**config.mk**
```make
export PLATFORM = sky130hd
export DESIGN_NAME = rfir_top
export DESIGN_NICKNAME = d
export VERILOG_FILES = /design/src/hdl/rfir_pkg.sv /design/src/hdl/rfir_sync.sv /design/src/hdl/rfir_flag_bank.sv /design/src/hdl/rfir_top.sv
export VERILOG_INCLUDE_DIRS = /design/src /design/src/hdl
export SDC_FILE = /design/constraint.sdc
export NUM_CORES = 1
export LEC_CHECK = 0
export ABC_AREA = 1
export BUFFER_PORTS_ARGS = -buffer_cell sky130_fd_sc_hd__buf_2
export CAP_MARGIN = 20
export CORE_MARGIN = 2
export CORE_UTILIZATION = 39
export DETAILED_ROUTE_END_ITERATION = 16
export SYNTH_ARGS = -nofsm -noshare
export SYNTH_HDL_FRONTEND = slang
export SYNTH_SLANG_ARGS = --single-unit
```
**constraint.sdc**
```tcl
create_clock -name REF_CLK -period 1.4 [get_ports REF_CLK]
set_clock_uncertainty 0.15 [all_clocks]
set_input_delay 0.21 -clock REF_CLK [delete_from_list [all_inputs] [get_ports REF_CLK]]
set_output_delay 0.21 -clock REF_CLK [all_outputs]
set_load 0.01 [all_outputs]
```
**src/hdl/rfir_defines.svh**
```systemverilog
`ifndef RFIR_DEFINES_SVH
`define RFIR_DEFINES_SVH

// register offsets on the internal register port
`define RFIR_OFS_SCALE_STATUS 8'h0e
`define RFIR_OFS_SCALE_MASK   8'h0f
`define RFIR_OFS_SCALE_SENSE  8'h10
`define RFIR_OFS_LIN_STATUS   8'h18
`define RFIR_OFS_LIN_MASK     8'h19
`define RFIR_OFS_LIN_SENSE    8'h1a

// field positions
`define RFIR_BIT_BUCK_A 0
`define RFIR_BIT_BUCK_B 1
`define RFIR_BIT_LIN_A  0
`define RFIR_BIT_LIN_B  1
`define RFIR_BIT_LIN_C  2

// field widths
`define RFIR_N_BUCK 2
`define RFIR_N_LIN  3

// reset values
`define RFIR_RST_SCALE_MASK   2'h3
`define RFIR_RST_LIN_MASK     3'h7
`define RFIR_RST_SCALE_STATUS 2'h0
`define RFIR_RST_LIN_STATUS   3'h0

`endif

```
**src/hdl/rfir_pkg.sv**
```systemverilog
package rfir_pkg;

    // one access on the internal register port
    typedef struct packed {
        logic [7:0] addr;
        logic [7:0] wdata;
        logic       wr;
        logic       rd;
    } rfir_reg_req_t;

    // one read answer
    typedef struct packed {
        logic [7:0] rdata;
        logic       rvalid;
    } rfir_reg_rsp_t;

    // live regulator conditions from the analog side
    typedef struct packed {
        logic [1:0] buck_scaling_active;
        logic [2:0] lin_fault_live;
    } rfir_live_t;

endpackage

```
**src/hdl/rfir_sync.sv**
```systemverilog
module rfir_sync #(
    parameter int W = 1
) (
    // clock and reset
    input  wire logic         clk,
    input  wire logic         rst_n,
    // data
    input  wire logic [W-1:0] d,
    output logic      [W-1:0] q
);
    logic [W-1:0] meta;

    // first stage is read only by the second stage
    always_ff @(posedge clk or negedge rst_n) begin
        if (!rst_n) begin
            meta <= '0;
            q    <= '0;
        end else begin
            meta <= d;
            q    <= meta;
        end
    end
endmodule

```
**src/hdl/rfir_flag_bank.sv**
```systemverilog
module rfir_flag_bank #(
    parameter int W = 1
) (
    // clock and reset
    input  wire logic         clk,
    input  wire logic         rst_n,
    // per-bit set and clear
    input  wire logic [W-1:0] set,
    input  wire logic [W-1:0] clr,
    output logic      [W-1:0] flag
);
    genvar i;
    generate
        for (i = 0; i < W; i++) begin : g_flag
            // set beats clear so an event in the clearing cycle survives
            always_ff @(posedge clk or negedge rst_n) begin
                if (!rst_n) begin
                    flag[i] <= 1'b0;
                end else if (set[i]) begin
                    flag[i] <= 1'b1;
                end else if (clr[i]) begin
                    flag[i] <= 1'b0;
                end
            end
        end
    endgenerate
endmodule

```
**src/hdl/rfir_top.sv**
```systemverilog
// What this block does
// - A status bit whose mask is 0 pulls the interrupt output low when it is set.
// - The scaling mask register holds buck A mask in bit 0 and buck B in bit 1, both RW, reset 1.
// - The scaling sense register is read-only and shows each buck's live scaling activity.
// - The linear status register latches a current-limit event per regulator in bits 0 to 2.
// - A latched status bit clears when read or when 1 is written to it, and 0 leaves it.
// - The linear mask register holds RW mask bits 0 to 2, reset 1 so faults start masked.
// - The linear sense register is read-only and shows each regulator's live fault.
// - A mask bit of 1 keeps the interrupt output released though its status bit is set.
// - The scaling status register sets a buck's bit each time that buck finishes a change.
`include "rfir_defines.svh"

module rfir_top (
    // clock and reset
    input  wire logic                   REF_CLK,
    input  wire logic                   RST_B,
    // register port from the serial engine
    input  wire rfir_pkg::rfir_reg_req_t REG_REQ,
    output rfir_pkg::rfir_reg_rsp_t      REG_RSP,
    // live regulator conditions
    input  wire rfir_pkg::rfir_live_t    LIVE,
    // open-drain interrupt pin
    output logic                        IRQ_OUT_N,
    output logic                        IRQ_OUT_N_OE
);
    import rfir_pkg::*;

    ////////////////////////////////////////////////////////////////////////////////
    // reset release

    logic [1:0] rst_pipe;
    logic       rst_n;

    always_ff @(posedge REF_CLK or negedge RST_B) begin
        if (!RST_B) begin
            rst_pipe <= 2'h0;
        end else begin
            rst_pipe <= {rst_pipe[0], 1'b1};
        end
    end

    assign rst_n = rst_pipe[1];

    ////////////////////////////////////////////////////////////////////////////////
    // live inputs come from analog, so synchronise first

    logic [`RFIR_N_BUCK-1:0] scaling_active;
    logic [`RFIR_N_LIN-1:0]  fault_live;

    rfir_sync #(
        .W (`RFIR_N_BUCK)
    ) u_sync_buck (
        .clk   (REF_CLK),
        .rst_n (rst_n),
        .d     (LIVE.buck_scaling_active),
        .q     (scaling_active)
    );

    rfir_sync #(
        .W (`RFIR_N_LIN)
    ) u_sync_lin (
        .clk   (REF_CLK),
        .rst_n (rst_n),
        .d     (LIVE.lin_fault_live),
        .q     (fault_live)
    );

    ////////////////////////////////////////////////////////////////////////////////
    // edge detection on synchronised levels

    logic [`RFIR_N_BUCK-1:0] scaling_active_d;
    logic [`RFIR_N_LIN-1:0]  fault_live_d;
    logic [`RFIR_N_BUCK-1:0] scale_done_evt;
    logic [`RFIR_N_LIN-1:0]  fault_evt;

    always_ff @(posedge REF_CLK or negedge rst_n) begin
        if (!rst_n) begin
            scaling_active_d <= '0;
        end else begin
            scaling_active_d <= scaling_active;
        end
    end

    always_ff @(posedge REF_CLK or negedge rst_n) begin
        if (!rst_n) begin
            fault_live_d <= '0;
        end else begin
            fault_live_d <= fault_live;
        end
    end

    // end of a scaling ramp, whatever started it
    assign scale_done_evt = scaling_active_d & ~scaling_active;
    // a new fault, not its continuing presence, so a read clear holds
    assign fault_evt      = fault_live & ~fault_live_d;

    ////////////////////////////////////////////////////////////////////////////////
    // address decode

    logic hit_scale_status;
    logic hit_scale_mask;
    logic hit_scale_sense;
    logic hit_lin_status;
    logic hit_lin_mask;
    logic hit_lin_sense;

    assign hit_scale_status = (REG_REQ.addr == `RFIR_OFS_SCALE_STATUS);
    assign hit_scale_mask   = (REG_REQ.addr == `RFIR_OFS_SCALE_MASK);
    assign hit_scale_sense  = (REG_REQ.addr == `RFIR_OFS_SCALE_SENSE);
    assign hit_lin_status   = (REG_REQ.addr == `RFIR_OFS_LIN_STATUS);
    assign hit_lin_mask     = (REG_REQ.addr == `RFIR_OFS_LIN_MASK);
    assign hit_lin_sense    = (REG_REQ.addr == `RFIR_OFS_LIN_SENSE);

    ////////////////////////////////////////////////////////////////////////////////
    // mask registers

    logic [`RFIR_N_BUCK-1:0] scale_mask;
    logic [`RFIR_N_LIN-1:0]  lin_mask;

    always_ff @(posedge REF_CLK or negedge rst_n) begin
        if (!rst_n) begin
            scale_mask <= `RFIR_RST_SCALE_MASK;
        end else if (REG_REQ.wr && hit_scale_mask) begin
            scale_mask <= REG_REQ.wdata[`RFIR_N_BUCK-1:0];
        end
    end

    always_ff @(posedge REF_CLK or negedge rst_n) begin
        if (!rst_n) begin
            lin_mask <= `RFIR_RST_LIN_MASK;
        end else if (REG_REQ.wr && hit_lin_mask) begin
            lin_mask <= REG_REQ.wdata[`RFIR_N_LIN-1:0];
        end
    end

    ////////////////////////////////////////////////////////////////////////////////
    // latched status

    logic [`RFIR_N_BUCK-1:0] scale_flag;
    logic [`RFIR_N_LIN-1:0]  lin_flag;
    logic [`RFIR_N_BUCK-1:0] scale_clr;
    logic [`RFIR_N_LIN-1:0]  lin_clr;

    // a read clears exactly the bits it returns; write-1 clears, write-0 keeps
    always_comb begin
        scale_clr = '0;
        lin_clr   = '0;
        if (REG_REQ.rd && hit_scale_status) begin
            scale_clr = scale_clr | scale_flag;
        end
        if (REG_REQ.wr && hit_scale_status) begin
            scale_clr = scale_clr | REG_REQ.wdata[`RFIR_N_BUCK-1:0];
        end
        if (REG_REQ.rd && hit_lin_status) begin
            lin_clr = lin_clr | lin_flag;
        end
        if (REG_REQ.wr && hit_lin_status) begin
            lin_clr = lin_clr | REG_REQ.wdata[`RFIR_N_LIN-1:0];
        end
    end

    rfir_flag_bank #(
        .W (`RFIR_N_BUCK)
    ) u_scale_flags (
        .clk   (REF_CLK),
        .rst_n (rst_n),
        .set   (scale_done_evt),
        .clr   (scale_clr),
        .flag  (scale_flag)
    );

    rfir_flag_bank #(
        .W (`RFIR_N_LIN)
    ) u_lin_flags (
        .clk   (REF_CLK),
        .rst_n (rst_n),
        .set   (fault_evt),
        .clr   (lin_clr),
        .flag  (lin_flag)
    );

    ////////////////////////////////////////////////////////////////////////////////
    // read data, registered; unmapped offsets read 0

    logic [7:0] next_rdata;
    logic [7:0] rdata;
    logic       rvalid;

    always_comb begin
        next_rdata = 8'h00;
        if (hit_scale_status) begin
            next_rdata[`RFIR_N_BUCK-1:0] = scale_flag;
        end else if (hit_scale_mask) begin
            next_rdata[`RFIR_N_BUCK-1:0] = scale_mask;
        end else if (hit_scale_sense) begin
            next_rdata[`RFIR_N_BUCK-1:0] = scaling_active;
        end else if (hit_lin_status) begin
            next_rdata[`RFIR_N_LIN-1:0] = lin_flag;
        end else if (hit_lin_mask) begin
            next_rdata[`RFIR_N_LIN-1:0] = lin_mask;
        end else if (hit_lin_sense) begin
            next_rdata[`RFIR_N_LIN-1:0] = fault_live;
        end
    end

    always_ff @(posedge REF_CLK or negedge rst_n) begin
        if (!rst_n) begin
            rdata <= 8'h00;
        end else if (REG_REQ.rd) begin
            rdata <= next_rdata;
        end
    end

    always_ff @(posedge REF_CLK or negedge rst_n) begin
        if (!rst_n) begin
            rvalid <= 1'b0;
        end else begin
            rvalid <= REG_REQ.rd;
        end
    end

    // one driver for the whole answer struct
    assign REG_RSP = '{rdata: rdata, rvalid: rvalid};

    ////////////////////////////////////////////////////////////////////////////////
    // interrupt pin; registered so it never glitches on the open-drain line

    logic next_irq_drive;
    logic irq_drive;

    assign next_irq_drive = |(scale_flag & ~scale_mask)
                          | |(lin_flag & ~lin_mask);

    always_ff @(posedge REF_CLK or negedge rst_n) begin
        if (!rst_n) begin
            irq_drive <= 1'b0;
        end else begin
            irq_drive <= next_irq_drive;
        end
    end

    assign IRQ_OUT_N    = ~irq_drive;
    assign IRQ_OUT_N_OE = irq_drive;

endmodule

```
# Yosys cells after proc, flatten, opt, wreduce, memory -nomap -nowiden

Cells that the tools add are included.

Bits in read-only memories: 0
Bits in writable memories: 0
Word-level logic and storage cells: 71
Memories kept: 0
Output and inout bits: 11
Bits in latches: 0
Register bits after elaboration: 32

$mul: 0
Equality and inequality tests: 6
Divide/modulo/power cells: 0
Mux-type cells: 23
Reductions and logical operators: 13
$add $sub $neg: 0
Shift operators: 0
Bitwise gates (word level): 12
$lt $le $gt $ge: 0

Operators with widths:

| cell                                                                  | count |
|---|---|
| 8-bit by 5-bit equality test with 1-bit output, second input constant | 4 |
| 8-bit by 4-bit equality test with 1-bit output, second input constant | 2 |
| 3-bit two-way mux                                                     | 5 |
| 1-bit two-way mux                                                     | 13 |
| 2-bit two-way mux                                                     | 5 |
| 2-bit nonzero test                                                    | 5 |
| 3-bit bitwise AND                                                     | 2 |
| 1-bit logical AND                                                     | 6 |
| 3-bit inverter                                                        | 2 |
| 2-bit bitwise AND                                                     | 2 |
| 2-bit inverter                                                        | 2 |
| 3-bit bitwise OR                                                      | 1 |
| 3-bit OR reduction                                                    | 1 |
| 2-bit bitwise OR                                                      | 1 |
| 2-bit OR reduction                                                    | 1 |
| 1-bit inverter                                                        | 1 |
| 1-bit bitwise OR                                                      | 1 |

# Depth between registers and ports, before layout

Word-level depth: 7
Gate-level depth with buffers: 10

# Cells and area by module

From an unflattened synthesis, not the netlist that was laid out.

Cells, all modules: 173
Area total of the unflattened synthesis: 1478.9 um^2

Modules (own cells, without submodules):

| module                          | area each (um^2) | cells an instance | times used | seq. area each (um^2) |
|---|---|---|---|---|
| rfir_top                        | 1028.5           | 138               | 1          | 431.7 |
| rfir_sync at u_sync_lin         | 150.1            | 6                 | 1          | 150.1 |
| rfir_flag_bank at u_lin_flags   | 120.1            | 15                | 1          | 75.1 |
| rfir_sync at u_sync_buck        | 100.1            | 4                 | 1          | 100.1 |
| rfir_flag_bank at u_scale_flags | 80.1             | 10                | 1          | 50.0 |

# Worst setup path before layout

No wires, ideal clock.

Kind: input to register
From: input port REG_REQ[15] (netlist name)
To: register u_lin_flags.flag[0]
Stages: 7
Arrival time: 823 ps
Setup slack: 306 ps
Setup time: 121 ps
Path buffers: 1
Cell sequence: inv_1 nand2_1 nor2_2 buf_6 nand3_1 nand3_1 o21ai_1

Cells in the longest elaborated chain, start to end: 6
Elaborated cells between the ends (all ways): 7
Those cells by class: eq/ne (1); mux (2); bitwise (1); reduce/logical (3)

Ends and longest elaborated chain:

| item                                                              | RTL line             | text |
|---|---|---|
| from (decl)                                                       | rfir_top.sv:18       | `input wire rfir_pkg::rfir_reg_req_t REG_REQ,` |
| 8-bit by 5-bit equality test with 1-bit output (no source line) * | -                    |  |
| 1-bit logical AND                                                 | rfir_top.sv:154      | `if (REG_REQ.rd && hit_lin_status) begin` |
| 3-bit two-way mux                                                 | rfir_top.sv:154      |  |
| 3-bit bitwise OR                                                  | rfir_top.sv:158      | `` lin_clr = lin_clr \| REG_REQ.wdata[`RFIR_N_LIN-1:0]; `` |
| 3-bit two-way mux *                                               | rfir_top.sv:157      | `if (REG_REQ.wr && hit_lin_status) begin` |
| 2-bit nonzero test (no source line) *                             | -                    |  |
| to (signal, indexed assignment)                                   | rfir_flag_bank.sv:18 | `flag[i] <= 1'b0;` |
| to (signal, indexed assignment)                                   | rfir_flag_bank.sv:20 | `flag[i] <= 1'b1;` |
| to (signal, indexed assignment)                                   | rfir_flag_bank.sv:22 | `flag[i] <= 1'b0;` |
| to (decl)                                                         | rfir_flag_bank.sv:10 | `output logic [W-1:0] flag` |

Mark *: on every way between the ends. The rest lies on a longest branch, timed or not.
A chain may end at the register's enable or synchronous reset.

# Worst setup path in the final report

From: input port REG_REQ[1] (netlist name)
To: register u_lin_flags.flag[2]

Cells in the longest elaborated chain, start to end: 3

Ends and longest elaborated chain:

| item                                | RTL line |
|---|---|
| 1-bit logical AND                   | rfir_top.sv:157 |
| 3-bit two-way mux                   | rfir_top.sv:157 |
| 2-bit nonzero test (no source line) | - |

No other way between the ends.

==> results.sh <==
export IMPL_synth_top_area_share_pct=47.5
export IMPL_drive_above_1_share_pct=27.1
export IMPL_start_util_pct=41.6
export IMPL_max_freq_ghz=0.779
export IMPL_dpl_cell_area_sq_mm=0.00161
export IMPL_fill_cells=326
export IMPL_cts_resized=0
export IMPL_hold_violations=0
export IMPL_r2r_start="scale_mask[0]"
export IMPL_cts_root_buffer="clkbuf_4"
export IMPL_numCtsBuffers=5
export IMPL_seqPwrFrac_pct=54.3
export IMPL_setup_violations=0
export IMPL_synth_top_family_by_area="simple AND/OR/NAND/NOR gates"
export IMPL_coreArea_sq_mm=0.00342
export IMPL_critPathSlowestCell="dlygate4sd3_1"
export IMPL_synthMuxAreaShare_pct=0
export IMPL_timing_rr_end="rdata[0]"
export IMPL_firstDrtPassIters=5
export IMPL_dieArea_sq_mm=0.00415
export IMPL_timing_final_crit_share_pct=91.7
export IMPL_cts_tree="done"
export IMPL_synthSimpleGateAreaFrac_pct=25.4
export IMPL_p_leak_nw=0.969
export IMPL_htree_levels=2
export IMPL_drtIter0Drc=28
export IMPL_worstSkewPairLatency_ns=0.33
export IMPL_synth_cells=162
export IMPL_final_common_cell="nand2_1"
export IMPL_syn_area_per_cell_sq_um=8.78
export IMPL_p_switching_uw=408
export IMPL_groute_layer_met2_usage_pct=25.9
export IMPL_ys_ff_latch=32
export IMPL_die_h_microns=64.4
export IMPL_multiInputGateArea_sq_um=465
export IMPL_rrSetupSlack_ns=0.26
export IMPL_ys_warn_count=0
export IMPL_vdd_ir_drop_max_v=0.000781
export IMPL_grt_pass1_wl_microns=4920
export IMPL_cap_violations=0
export IMPL_hpwl_microns=2120
export IMPL_powerDensity_mw_per_mm2=1010
export IMPL_critical_path_class="input port to register"
export IMPL_met3_usage_pct=5.28
export IMPL_drt_total_wl_microns=2850
export IMPL_wl_per_cell_microns=11.3
export IMPL_ios=36
export IMPL_final_cell_area_sq_mm=0.00179
export IMPL_synth_xor_area_share_pct=0
export IMPL_setup_tns_ns=0
export IMPL_numClockSinks=32
export IMPL_cp_endpoint="u_lin_flags.flag[2]"
export IMPL_drc=0
export IMPL_vias_per_cell=4.50
export IMPL_finalNetCount=231
export IMPL_power_mw=1.82
export IMPL_synth_compound_area_share_pct=5.72
export IMPL_clockBufferDepth=2
export IMPL_yosysUniqueCellTypes=21
export IMPL_ant_nets=0
export IMPL_path_clk_slew_ns=0.09
export IMPL_layout_common_cells="36 x nand2_1, 27 x dfrtp_1, 26 x inv_1"
export IMPL_port_buffers=25
export IMPL_crit_path_end_kind="register"
export IMPL_critPathArrivalTime_ns=1.35
export IMPL_switching_share_pct=22.5
export IMPL_yosysSeqAreaShare_pct=56.7
export IMPL_area_growth_pct=26.0
export IMPL_synthAdderAreaFrac_pct=0
export IMPL_p_comb_share_pct=8.5
export IMPL_grt_max_degree=17
export IMPL_synth_area_top_cells="dfrtp_1 47%, nand2_1 9.5%, dfstp_2 9.2%"
export IMPL_cp_max_fo=5
export IMPL_cp_cell_sequence="dlygate4sd3_1 -> buf_2 -> inv_1 -> nor2_2 -> nand2_1 -> nand3_1 -> o21ai_1"
export IMPL_cp_startpoint="REG_REQ[1]"
export IMPL_met1_usage_pct=19.1
export IMPL_std_cell_rows=21
export IMPL_startpoint_type="input port"
export IMPL_first_global_vias=1145
export IMPL_status="finished, final reports clean"
export IMPL_die_w_microns=64.4
export IMPL_intPower_mw=1.41
export IMPL_period_needed_ns=1.28
export IMPL_yosysTopAreaCell="dfrtp_1"
export IMPL_grt_use_total_pct=16.1
export IMPL_gpl_final_weighted_congestion=0.829
export IMPL_seqCellArea_sq_um=807
export IMPL_required_ns=1.46
export IMPL_n_antenna_cell=0
export IMPL_vias=1139
export IMPL_hp_class="input port to asynchronous set/reset pin"
export IMPL_antenna_found_initial=0
export IMPL_rsz0062_at_grt="false"
export IMPL_r2r_cells=5
export IMPL_netlist_area_sq_mm=0.00142
export IMPL_slowest_delay_ns=0.52
export IMPL_report_final_slew_viol_count=0
export IMPL_clkPwrFrac_pct=37.2
export IMPL_gr_total_overflow=0
export IMPL_top_usage_layer="met2"
worst max-delay path: cells and delay by family:
family                 cells  cell delay (ns)
AOI/OAI and AO/OA          1             0.06
buffers and inverters      3             0.75
and+or+nand+nor            3             0.32
stage by stage:
step / hold slack [ns] / setup WS, ns / util (%) / cells
global placement: -0.156 / 0.0111 / 47.0 / 234
CTS: 0.00172 / 0.144 / 52.2 / 252
floorplan: -0.236 / 0.303 / - / 166
finish: 0.0372 / 0.116 / 52.5 / 253
global route: 0.00358 / 0.0351 / 52.5 / 253
detailed placement: -0.152 / -0.0321 / 47.0 / 234
cells in the mapped netlist:
| cell | n |
|---|---|
| nand2_1 | 36 |
| nand3_1 | 19 |
| nor2_2 | 5 |
| o21ai_0 | 2 |
| buf_4 | 6 |
| o22ai_1 | 3 |
| inv_2 | 3 |
| conb_1 | 2 |
| nand4_1 | 3 |
| dfrtp_1 | 27 |
| dfstp_2 | 5 |
| a21oi_1 | 1 |
| and2_4 | 1 |
| nor2_1 | 8 |
| o21bai_1 | 2 |
| buf_6 | 1 |
| o21ai_1 | 5 |
| nand2_2 | 5 |
| nor2_4 | 1 |
| o211ai_1 | 1 |
| inv_1 | 26 |
per-layer routing:
metal	vias up	share of wire (%)
li1	574	-
met1	531	45
met2	27	47
met3	7	4.2
met4	0	3.1
met5	-	0
how the worst min path moves through the flow:
stage,startpoint,endpoint,slack [ns],depth (start not counted)
3_5_place_dp,RST_B,rst_pipe[1],-0.15,1
2_1_floorplan,RST_B,rst_pipe[0],-0.24,0
5_1_grt,RST_B,rst_pipe[1],0.004,2
6_report,RST_B,rst_pipe[1],0.04,2
4_1_cts,REG_REQ[1],lin_mask[2],0.002,3
3_3_place_gp,RST_B,rst_pipe[0],-0.16,1
repair_timing:
| action | CTS | global route |
|---|---|---|
| hold endpoints to repair | 14 | 1 |
| hold buffers | 10 | 1 |
| endpoints found under the setup margin | 0 | 0 |
| buffers inserted | 0 | 0 |
final cells by class:
class                           count  share of cell area, %
Sequential cell                    32                   45.0
Multi-Input combinational cell     98                   26.0
Timing Repair Buffer               40                   15.5
Inverter                           29                   6.07
Tap cell                           46                   3.21
Clock buffer                        6                   2.30
Clock inverter                      2                   1.95
kinds of logic after synthesis:
family / Yosys count
AND/OR/NAND/NOR: 78
buffers and inverters: 36
flip-flops: 32
AO/OA/AOI/OAI: 14
other: 2
sequential cells by signal (all words and copies together) (netlist names), 2 cells and up:
register and count:
fault_live_d 3, lin_mask 3, rdata 3, u_lin_flags.flag 3, u_sync_lin.meta 3, u_sync_lin.q 3, rst_pipe 2, scale_mask 2
scaling_active_d 2, u_scale_flags.flag 2, u_sync_buck.meta 2, u_sync_buck.q 2
power groups by stage:
stage                     sequential, mW  clock (mW)  combinational, mW
after floorplan                     1.01           0             0.0708
after global placement              1.00           0              0.127
after detailed placement            1.00           0              0.132
after CTS                          0.986       0.697              0.154
after global routing               0.990       0.754              0.176
final                              0.986       0.675              0.155
(Power assumes the default switching activity.)
